### config.mk
export PLATFORM = sky130hd
export DESIGN_NAME = brc_bank
export DESIGN_NICKNAME = d
export VERILOG_FILES = /design/src/design/brc_pkg.sv /design/src/design/brc_bank.sv
export VERILOG_INCLUDE_DIRS = /design/src /design/src/design
export SDC_FILE = /design/constraint.sdc
export NUM_CORES = 1
export LEC_CHECK = 0
export BUFFER_PORTS_ARGS = -buffer_cell sky130_fd_sc_hd__buf_2
export CAP_MARGIN = 20
export CORE_ASPECT_RATIO = 0.75
export CORE_MARGIN = 5
export CORE_UTILIZATION = 60
export CTS_BUF_LIST = sky130_fd_sc_hd__clkbuf_8 sky130_fd_sc_hd__clkbuf_16
export CTS_CLUSTER_SIZE = 40
export DETAILED_ROUTE_END_ITERATION = 16
export GPL_TIMING_DRIVEN = 0
export PLACE_DENSITY_LB_ADDON = 0.25
export SYNTH_ARGS = -nofsm -noshare
export SYNTH_HDL_FRONTEND = slang
export SYNTH_SLANG_ARGS = --single-unit
### constraint.sdc
create_clock -name mclk_in -period 4.32 [get_ports mclk_in]
set_input_delay 0.648 -clock mclk_in [delete_from_list [all_inputs] [get_ports mclk_in]]
set_output_delay 0.648 -clock mclk_in [all_outputs]
set_load 0.005 [all_outputs]
### src/design/brc_cfg.svh
// Offsets, field positions, reset values and timing figures of the regulator control bank.
// Assumes inclusion by bare name from the package and the bank.
`ifndef BRC_CFG_SVH
`define BRC_CFG_SVH
`define BRC_OFF_PH2 8'h07
`define BRC_OFF_PH3 8'h09
`define BRC_OFF_VOUT 8'h0a
`define BRC_OFF_FLOOR 8'h0b
`define BRC_OFF_DLY 8'h12
`define BRC_OFF_RST 8'h16
`define BRC_OFF_CFG 8'h17
`define BRC_OFF_STAT 8'h18
`define BRC_ILIM_HI 5
`define BRC_ILIM_LO 3
`define BRC_OFFDLY_HI 7
`define BRC_OFFDLY_LO 4
`define BRC_ONDLY_HI 3
`define BRC_ONDLY_LO 0
`define BRC_RST_BIT 0
`define BRC_STAT_RST_BIT 1
`define BRC_CFG_TWARN 3
`define BRC_CFG_PD_B 2
`define BRC_CFG_PD_A 1
`define BRC_CFG_SPREAD 0
`define BRC_RST_ILIM 8'h3a
`define BRC_RST_VOUT 8'h61
`define BRC_RST_FLOOR 8'h00
`define BRC_RST_DLY 8'h00
`define BRC_RST_RSV 7'h00
`define BRC_RST_CFG 8'h06
`define BRC_DEV_ADDR 7'h60
`define BRC_MS_NS 1000000
`define BRC_CLK_NS 8
`define BRC_TICK_W 17
`define BRC_SEG1_END 8'h17
`define BRC_SEG2_END 8'h9d
`define BRC_SEG2_START 8'h18
`define BRC_SEG3_START 8'h9e
`define BRC_SEG1_MV 500
`define BRC_SEG2_MV 735
`define BRC_SEG3_MV 1420
`define BRC_SEG1_STEP 10
`define BRC_SEG2_STEP 5
`define BRC_SEG3_STEP 20
`endif

### src/design/brc_pkg.sv
// Types shared by the regulator control bank.
// Assumes the configuration header sits beside this file.
`include "brc_cfg.svh"
package brc_pkg;
   typedef enum logic [3:0] {BRC_IDLE, BRC_ADDR, BRC_ACK_A, BRC_REG, BRC_ACK_R, BRC_WDATA, BRC_ACK_W,
      BRC_RDATA, BRC_RACK} brc_bus_e;
   typedef struct packed {
      logic [7:0] ph2;
      logic [7:0] ph3;
      logic [7:0] vout;
      logic [7:0] floor;
      logic [7:0] dly;
      logic [6:0] rst_rsv;
      logic [7:0] cfg;
   } brc_regs_s;
   typedef struct packed {
      brc_regs_s regs;
      brc_bus_e st;
      logic [7:0] sr;
      logic [3:0] cnt;
      logic [7:0] ptr;
      logic rw;
      logic acked;
      logic oe_n;
      logic [2:0] scl;
      logic [2:0] sda;
      logic [1:0] ena;
      logic [1:0] enb;
      logic sel_q;
      logic [`BRC_TICK_W-1:0] tick;
      logic [3:0] dly_cnt;
      logic pend;
      logic pend_on;
      logic pin_on;
      logic reg_on;
      logic [7:0] vcode;
      logic [11:0] mv;
      logic rst_flag;
      logic otp;
   } brc_state_s;
endpackage

### src/design/brc_bank.sv
// Register bank of a four-phase step-down regulator, reached over a two-wire serial bus.
// Assumes the open-drain data wire is resolved outside and the mode inputs come from this clock.
//
// Summary of operation
// - Phase limit bits 5:3, 1.5-5.0 A, reset 111.
// - New limit code applies while regulator runs.
// - Codes 00-17 give 0.5 V up, 10 mV.
// - Codes 18-9d give 0.735-1.4 V, 5 mV.
// - Codes 9e-ff give 1.42-3.36 V, 20 mV.
// - Floor code, same encoding, used in floor state.
// - Off delay bits 7:4, 0-15 ms after fall.
// - On delay bits 3:0, 0-15 ms after rise.
// - Soft reset restores defaults, reloads memory, resets bus.
// - Soft reset bit clears itself, reads zero.
// - Config bit 3 picks thermal warning threshold.
// - Config bit 2 connects pin B pull-down.
// - Config bit 1 connects pin A pull-down.
// - Config bit 0 turns spread spectrum on.
// - Roof/floor mode: pin picks normal or floor code.
// - Soft reset sets sticky flag, write one clears.
`timescale 1ns/1ps
`default_nettype none
`include "brc_cfg.svh"
module brc_bank #(
   parameter int MS_CYCLES = `BRC_MS_NS / `BRC_CLK_NS
) (
   input wire logic mclk_in,
   input wire logic nrst_in,
   input wire logic scl_in,
   input wire logic sda_in,
   output logic sda_out,
   output logic sda_oe_n_out,
   input wire logic enable_pin_a_in,
   input wire logic enable_pin_b_in,
   input wire logic regulator_enable_bit_in,
   input wire logic pin_ctrl_in,
   input wire logic pin_select_in,
   input wire logic roof_floor_pin_mode_in,
   output logic regulator_on_out,
   output logic [7:0] voltage_code_out,
   output logic [11:0] target_mv_out,
   output logic [2:0] phase2_current_limit_out,
   output logic [2:0] phase3_current_limit_out,
   output logic thermal_warning_threshold_sel_out,
   output logic enable_a_pulldown_out,
   output logic enable_b_pulldown_out,
   output logic spread_spectrum_on_out,
   output logic otp_reload_out,
   output logic reset_occurred_out
);
   import brc_pkg::*;

   localparam brc_regs_s REG_RST = '{ph2: `BRC_RST_ILIM, ph3: `BRC_RST_ILIM, vout: `BRC_RST_VOUT,
      floor: `BRC_RST_FLOOR, dly: `BRC_RST_DLY, rst_rsv: `BRC_RST_RSV, cfg: `BRC_RST_CFG};
   // Bus samplers start at the idle high level so the release of reset shows no false edge.
   localparam brc_state_s ST_RST = '{regs: REG_RST, st: BRC_IDLE, oe_n: 1'b1, scl: 3'h7, sda: 3'h7, default: '0};
   localparam logic [`BRC_TICK_W-1:0] TICK_LAST = `BRC_TICK_W'(MS_CYCLES - 1);

   if (MS_CYCLES < 2 || MS_CYCLES >= (1 << `BRC_TICK_W)) begin : g_ms_check
      $error("MS_CYCLES out of range for the tick counter.");
   end

   brc_state_s q;
   brc_state_s n;
   logic scl_rise;
   logic scl_fall;
   logic start_c;
   logic stop_c;
   logic wr;
   logic softrst;
   logic sel;
   logic pinctl;
   logic tick;
   logic [7:0] rd_cur;
   logic [7:0] rd_nxt;

   // ----------------------------------------------------------------
   // Read multiplexer and code-to-voltage map
   // ----------------------------------------------------------------
   function automatic logic [7:0] rmux(input brc_state_s s, input logic [7:0] a);
      case (a)
         `BRC_OFF_PH2: rmux = s.regs.ph2;
         `BRC_OFF_PH3: rmux = s.regs.ph3;
         `BRC_OFF_VOUT: rmux = s.regs.vout;
         `BRC_OFF_FLOOR: rmux = s.regs.floor;
         `BRC_OFF_DLY: rmux = s.regs.dly;
         `BRC_OFF_RST: rmux = {s.regs.rst_rsv, 1'b0};
         `BRC_OFF_CFG: rmux = s.regs.cfg;
         `BRC_OFF_STAT: rmux = {6'h00, s.rst_flag, 1'b0};
         default: rmux = 8'h00;
      endcase
   endfunction

   function automatic logic [11:0] code_mv(input logic [7:0] c);
      if (c <= `BRC_SEG1_END) begin
         code_mv = 12'(`BRC_SEG1_MV + `BRC_SEG1_STEP * int'(c));
      end else if (c <= `BRC_SEG2_END) begin
         code_mv = 12'(`BRC_SEG2_MV + `BRC_SEG2_STEP * int'(c - `BRC_SEG2_START));
      end else begin
         code_mv = 12'(`BRC_SEG3_MV + `BRC_SEG3_STEP * int'(c - `BRC_SEG3_START));
      end
   endfunction

   assign rd_cur = rmux(q, q.ptr);
   assign rd_nxt = rmux(q, q.ptr + 8'h01);
   // Edges are taken only from the second and third stages; the first stage feeds nothing else.
   assign scl_rise = q.scl[1] & ~q.scl[2];
   assign scl_fall = ~q.scl[1] & q.scl[2];
   assign start_c = q.scl[1] & q.scl[2] & ~q.sda[1] & q.sda[2];
   assign stop_c = q.scl[1] & q.scl[2] & q.sda[1] & ~q.sda[2];
   assign sel = pin_select_in ? q.enb[1] : q.ena[1];
   assign pinctl = pin_ctrl_in & ~roof_floor_pin_mode_in;
   assign tick = (q.tick == TICK_LAST);
   assign wr = (q.st == BRC_ACK_W) && scl_fall && !start_c && !stop_c;
   assign softrst = wr && (q.ptr == `BRC_OFF_RST) && q.sr[`BRC_RST_BIT];

   // ----------------------------------------------------------------
   // Next state
   // ----------------------------------------------------------------
   always_comb begin
      n = q;
      n.scl = {q.scl[1:0], scl_in};
      n.sda = {q.sda[1:0], sda_in};
      n.ena = {q.ena[0], enable_pin_a_in};
      n.enb = {q.enb[0], enable_pin_b_in};
      n.otp = 1'b0;
      // Serial slave: sample on the rising clock, change the data wire on the falling one.
      if (start_c) begin
         n.st = BRC_ADDR;
         n.cnt = 4'h0;
         n.oe_n = 1'b1;
      end else if (stop_c) begin
         n.st = BRC_IDLE;
         n.oe_n = 1'b1;
      end else begin
         unique case (q.st)
            BRC_IDLE: begin
            end
            BRC_ADDR, BRC_REG, BRC_WDATA: begin
               if (scl_rise && q.cnt != 4'h8) begin
                  n.sr = {q.sr[6:0], q.sda[1]};
                  n.cnt = q.cnt + 4'h1;
               end else if (scl_fall && q.cnt == 4'h8) begin
                  n.cnt = 4'h0;
                  if (q.st != BRC_ADDR) begin
                     n.oe_n = 1'b0;
                     n.st = (q.st == BRC_REG) ? BRC_ACK_R : BRC_ACK_W;
                  end else if (q.sr[7:1] == `BRC_DEV_ADDR) begin
                     n.oe_n = 1'b0;
                     n.rw = q.sr[0];
                     n.st = BRC_ACK_A;
                  end else begin
                     n.st = BRC_IDLE;
                  end
               end
            end
            BRC_ACK_A: begin
               if (scl_fall) begin
                  if (q.rw) begin
                     n.sr = rd_cur;
                     n.oe_n = rd_cur[7];
                     n.st = BRC_RDATA;
                  end else begin
                     n.oe_n = 1'b1;
                     n.st = BRC_REG;
                  end
               end
            end
            BRC_ACK_R: begin
               if (scl_fall) begin
                  n.oe_n = 1'b1;
                  n.ptr = q.sr;
                  n.st = BRC_WDATA;
               end
            end
            BRC_ACK_W: begin
               if (scl_fall) begin
                  n.oe_n = 1'b1;
                  n.ptr = q.ptr + 8'h01;
                  n.st = BRC_WDATA;
               end
            end
            BRC_RDATA: begin
               if (scl_fall) begin
                  n.cnt = q.cnt + 4'h1;
                  n.sr = {q.sr[6:0], 1'b0};
                  if (q.cnt == 4'h7) begin
                     n.oe_n = 1'b1;
                     n.st = BRC_RACK;
                  end else begin
                     n.oe_n = q.sr[6];
                  end
               end
            end
            BRC_RACK: begin
               if (scl_rise) begin
                  n.acked = ~q.sda[1];
               end else if (scl_fall) begin
                  n.ptr = q.ptr + 8'h01;
                  n.cnt = 4'h0;
                  if (q.acked) begin
                     n.sr = rd_nxt;
                     n.oe_n = rd_nxt[7];
                     n.st = BRC_RDATA;
                  end else begin
                     n.st = BRC_IDLE;
                  end
               end
            end
         endcase
      end
      // Writes commit at the end of the acknowledge so a reset never cuts the acknowledge short.
      if (wr) begin
         case (q.ptr)
            `BRC_OFF_PH2: n.regs.ph2 = q.sr;
            `BRC_OFF_PH3: n.regs.ph3 = q.sr;
            `BRC_OFF_VOUT: n.regs.vout = q.sr;
            `BRC_OFF_FLOOR: n.regs.floor = q.sr;
            `BRC_OFF_DLY: n.regs.dly = q.sr;
            `BRC_OFF_RST: n.regs.rst_rsv = q.sr[7:1];
            `BRC_OFF_CFG: n.regs.cfg = q.sr;
            `BRC_OFF_STAT: n.rst_flag = q.rst_flag & ~q.sr[`BRC_STAT_RST_BIT];
            default: begin
            end
         endcase
      end
      if (softrst) begin
         n.regs = REG_RST;
         n.st = BRC_IDLE;
         n.oe_n = 1'b1;
         n.ptr = 8'h00;
         n.cnt = 4'h0;
         n.otp = 1'b1;
         n.rst_flag = 1'b1;
      end
      // Enable pin timing: any edge reloads the delay and realigns the millisecond tick.
      n.sel_q = sel;
      n.tick = tick ? '0 : q.tick + `BRC_TICK_W'(1);
      if (sel != q.sel_q) begin
         n.pend = 1'b1;
         n.pend_on = sel;
         n.dly_cnt = sel ? q.regs.dly[`BRC_ONDLY_HI:`BRC_ONDLY_LO] : q.regs.dly[`BRC_OFFDLY_HI:`BRC_OFFDLY_LO];
         n.tick = '0;
      end else if (q.pend) begin
         if (q.dly_cnt == 4'h0) begin
            n.pend = 1'b0;
            n.pin_on = q.pend_on;
         end else if (tick) begin
            n.dly_cnt = q.dly_cnt - 4'h1;
         end
      end
      n.reg_on = regulator_enable_bit_in & (~pinctl | q.pin_on);
      n.vcode = (pin_ctrl_in & roof_floor_pin_mode_in & ~sel) ? q.regs.floor : q.regs.vout;
      n.mv = code_mv(q.vcode);
   end

   always_ff @(posedge mclk_in) begin
      if (!nrst_in) begin
         q <= ST_RST;
      end else begin
         q <= n;
      end
   end

   // ----------------------------------------------------------------
   // Outputs
   // ----------------------------------------------------------------
   assign sda_out = 1'b0;
   assign sda_oe_n_out = q.oe_n;
   assign regulator_on_out = q.reg_on;
   assign voltage_code_out = q.vcode;
   assign target_mv_out = q.mv;
   assign phase2_current_limit_out = q.regs.ph2[`BRC_ILIM_HI:`BRC_ILIM_LO];
   assign phase3_current_limit_out = q.regs.ph3[`BRC_ILIM_HI:`BRC_ILIM_LO];
   assign thermal_warning_threshold_sel_out = q.regs.cfg[`BRC_CFG_TWARN];
   assign enable_b_pulldown_out = q.regs.cfg[`BRC_CFG_PD_B];
   assign enable_a_pulldown_out = q.regs.cfg[`BRC_CFG_PD_A];
   assign spread_spectrum_on_out = q.regs.cfg[`BRC_CFG_SPREAD];
   assign otp_reload_out = q.otp;
   assign reset_occurred_out = q.rst_flag;
endmodule
`default_nettype wire

==> summary.md <==
| Metric | Value |
|---|---|
| Post-synthesis net count | `1245` |
| H-tree depth | `4` |
| Mapped Area | `0.009463 mm2` |
| First-pass GRT wire length | `43950 um` |
| RD Place Congestion | `0.9696` |
| Post-synth cell types | `91` |
| First DRT Iteration DRCs | `1200` |
| Max Cap Violations | `0` |
| Max VDD drop | `0.2465 mV` |
| Synth Area in Compound Gates | `0.1999` |
| Router iterations before antenna repair | `7` |
| Worst Tran Pin Value | `0.9722 ns` |
| Ys Warns | `0` |
| Met1 Use GR | `0.4441` |
| Fin. Hold Viols | `0` |
| Wire per inst | `19.04 um` |
| NumNets Final | `1307` |
| Share of cells above drive strength 1 | `0.1326` |
| Via count | `9111` |
| FF/Latch Area | `0.002803 mm2` |
| Full die area | `0.01841 mm2` |
| Post-CTS sizing | `0` |
| Final HPWL DP | `20340 um` |
| Post-synthesis simple-gate area fraction | `0.2278` |
| Avg Inst Size Synth | `8.095 um2` |
| Min Tclk post-route | `4.087 ns` |
| Pin count of the biggest net entering global routing | `17` |
| Routing usage on met2 | `0.4159` |
| CTS hold repair buffers | `0` |
| Largest family of logic cells by synthesized area | `simple AND/OR/NAND/NOR gates` |
| Cell count after synthesis | `1169` |
| Inserted Clock Buffers | `17` |
| Clock Sinks | `140` |
| Post-Synth XOR/XNOR Area | `0.05712` |
| Vias per inst | `6.288` |
| Worst slew margin | `0.3469` |
| CP Class | `reg2reg` |
| Core Rows | `39` |
| Crit Path Max Fanout | `10` |
| Post-synthesis sequential area ratio | `0.2962` |
| Post-layout util | `0.6850` |
| Residual DRC | `0` |
| CORE AREA | `0.01537 mm2` |
| Initial core utilization | `0.6156` |
| Period utilization | `0.9461` |
| Setup violations, final | `0` |
| Max clock buf depth | `2` |
| RSZ-0062 raised after global routing | `false` |
| Leakage | `0.004271 uW` |
| Total GRT Usage | `0.2975` |
| Initial antenna violation count | `0` |
| Layout fillers | `1284` |
| Synth async-reset ratio | `0` |
| Critical path startpoint category | `flop` |
| Number of global-route vias before repair | `8112` |
| Setup TNS | `0 ns` |
| Hold Path Class | `in2reg` |
| Number of top-level pins | `45` |
| Root Driver | `clkbuf_16` |
| Status | `completed` |
| CTS tree | `yes` |
| Worst Skew | `0.009687 ns` |
| Worst EP required | `4.62 ns` |
| Postcts setup bufs | `0` |
| Area of the multi-input gates | `0.005942 mm2` |
| Die Height | `118.8 um` |
| Global Route met3 Usage | `0.07782` |
| Fin. max-slew vios | `0` |
| Post-synth EDFFs | `0` |
| Area Overhead vs Synth | `11.26%` |
| Antenna Nets Post-Route | `0` |
| PwrDens | `305.3 mW/mm2` |
| Worst EP arrival | `4.39 ns` |
| Clock latency on the worst-skew pair | `0.43 ns` |
| Diode count | `0` |
| Fmax | `244.7 MHz` |
| Synth Area in Adders | `0.09361` |
| Die width | `155.0 um` |
| Reg clk slew, reported paths | `0.06 ns` |
| Synth Flop Type | `dfxtp_1` |
| Yosys reg bits | `140` |
| Final WL | `27590 um` |
| Gr ovfl total | `0` |
| Most Crowded Layer GR | `met1` |
| Port-buffer cells | `42` |
| Post-synthesis mux area share | `0.04905` |
| Setup crit end kind | `flop` |
-- sequential cells by signal (all words and copies together) (netlist names) --
register                           flops
thermal_warning_threshold_sel_out      1
reset_occurred_out                     1
q                                    100
phase2_current_limit_out               3
n                                      6
otp_reload_out                         1
regulator_on_out                       1
enable_a_pulldown_out                  1
target_mv_out                         12
enable_b_pulldown_out                  1
sda_oe_n_out                           1
spread_spectrum_on_out                 1
voltage_code_out                       8
phase3_current_limit_out               3
-- cells in the final DEF, fill, tap and decap left out, types with 16 or more instances in the layout --
cell type	Yosys	routed
ha_1	58	58
o21ai_0	40	40
and2_1	19	19
a22oi_1	19	19
buf_2	19	61
mux2i_1	43	43
nor2_1	109	109
a21oi_1	78	78
dfxtp_1	140	140
clkbuf_1	37	37
nand3_1	46	46
inv_1	42	42
buf_4	35	35
nor3_1	18	18
xor2_1	36	36
nand2b_1	16	16
xnor2_1	22	22
nand2_1	155	155
clkbuf_16	0	17
-- critical path, cell delays in order, from the launching register on --
cell	delay [ns]
dfxtp_1	0.69
clkbuf_1	0.45
inv_1	0.19
ha_1	0.29
inv_1	0.10
fa_1	0.38
inv_1	0.06
ha_1	0.28
nand3_1	0.11
o211ai_1	0.11
o41ai_1	0.49
o21ai_0	0.25
xnor2_1	0.19
nor2_1	0.06
o221a_2	0.30
-- worst paths after layout --
check / endpoint / from / slack, ns / depth (start not counted)
setup / recovery: target_mv_out[10]$_SDFF_PN0_ / voltage_code_out[1]$_SDFF_PN0_ / 0.23 / 14
hold / removal: n[56]$_SDFF_PN1_ / scl_in / 0.40 / 2
setup reg to reg: target_mv_out[10]$_SDFF_PN0_ / voltage_code_out[1]$_SDFF_PN0_ / 0.23 / 14
hold reg to reg: n[57]$_SDFF_PN1_ / n[56]$_SDFF_PN1_ / 0.42 / 1
-- through the flow --
step | cells | power, uW | setup WS [ns] | hold WS (ns) | instance area [um2]
3_5_place_dp | 1416 | 1775 | 0.3165 | 0.4159 | 9930
6_report | 1449 | 3215 | 0.2328 | 0.3952 | 10530
5_1_grt | 1449 | 3324 | 0.01324 | 0.3986 | 10530
2_1_floorplan | 1169 | 1667 | 0.8530 | 0.3863 | 9463
4_1_cts | 1448 | 3220 | 0.3315 | 0.3858 | 10520
3_3_place_gp | 1416 | 1769 | 0.2937 | 0.3886 | 9930
-- cells in the mapped netlist (all sizes together) (5+ instances only) --
cell type	count	area share
a222oi	8	0.0085
nand4	7	0.0046
a221oi	5	0.0053
and2	21	0.014
nand3	47	0.025
buf	59	0.043
a31oi	15	0.0099
nor3	21	0.014
ha	58	0.077
a21o	5	0.0040
nor2b	10	0.0066
a22oi	19	0.015
dfxtp	140	0.30
o22ai	14	0.0093
xnor2	23	0.022
o21ai	44	0.023
a211oi	17	0.015
or3	7	0.0052
o211ai	6	0.0048
inv	42	0.017
and4	5	0.0049
clkbuf	40	0.016
o31ai	9	0.0091
mux2i	43	0.045
a21oi	78	0.041
nand2b	17	0.012
a211o	5	0.0046
a311oi	5	0.0046
nor4	12	0.012
and3	14	0.0098
xor2	37	0.035
fa	8	0.017
nor2	110	0.044
nand2	155	0.061
-- layout make-up --
cell class / instances / area share
Buffer: 99 / 0.05324
Clock buffer: 21 / 0.04563
Clock inverter: 11 / 0.01010
Inverter: 42 / 0.01497
Multi-Input combinational cell: 888 / 0.5644
Sequential cell: 140 / 0.2662
Tap cell: 205 / 0.02436
Timing Repair Buffer: 43 / 0.02115
-- where the power goes --
part / switching, uW / internal [uW]
clock: 596 / 859
combinational: 239 / 176
sequential: 19.5 / 1320
total: 855 / 2360
-- cell families after synthesis --
logic type,after synthesis
multiplexers,46
AND/OR/NAND/NOR,442
XOR/XNOR,60
buffers and inverters,141
flip-flops,140
AO/OA/AOI/OAI,273
adder cells (fa/ha/maj),66
other,1
-- layer usage --
| layer | wire length, um | vias up |
|---|---|---|
| li1 | - | 4254 |
| met1 | 12500 | 4307 |
| met2 | 11440 | 488 |
| met3 | 2991 | 62 |
| met4 | 655 | 0 |
| met5 | 0 | - |
(Power assumes the default switching activity.)
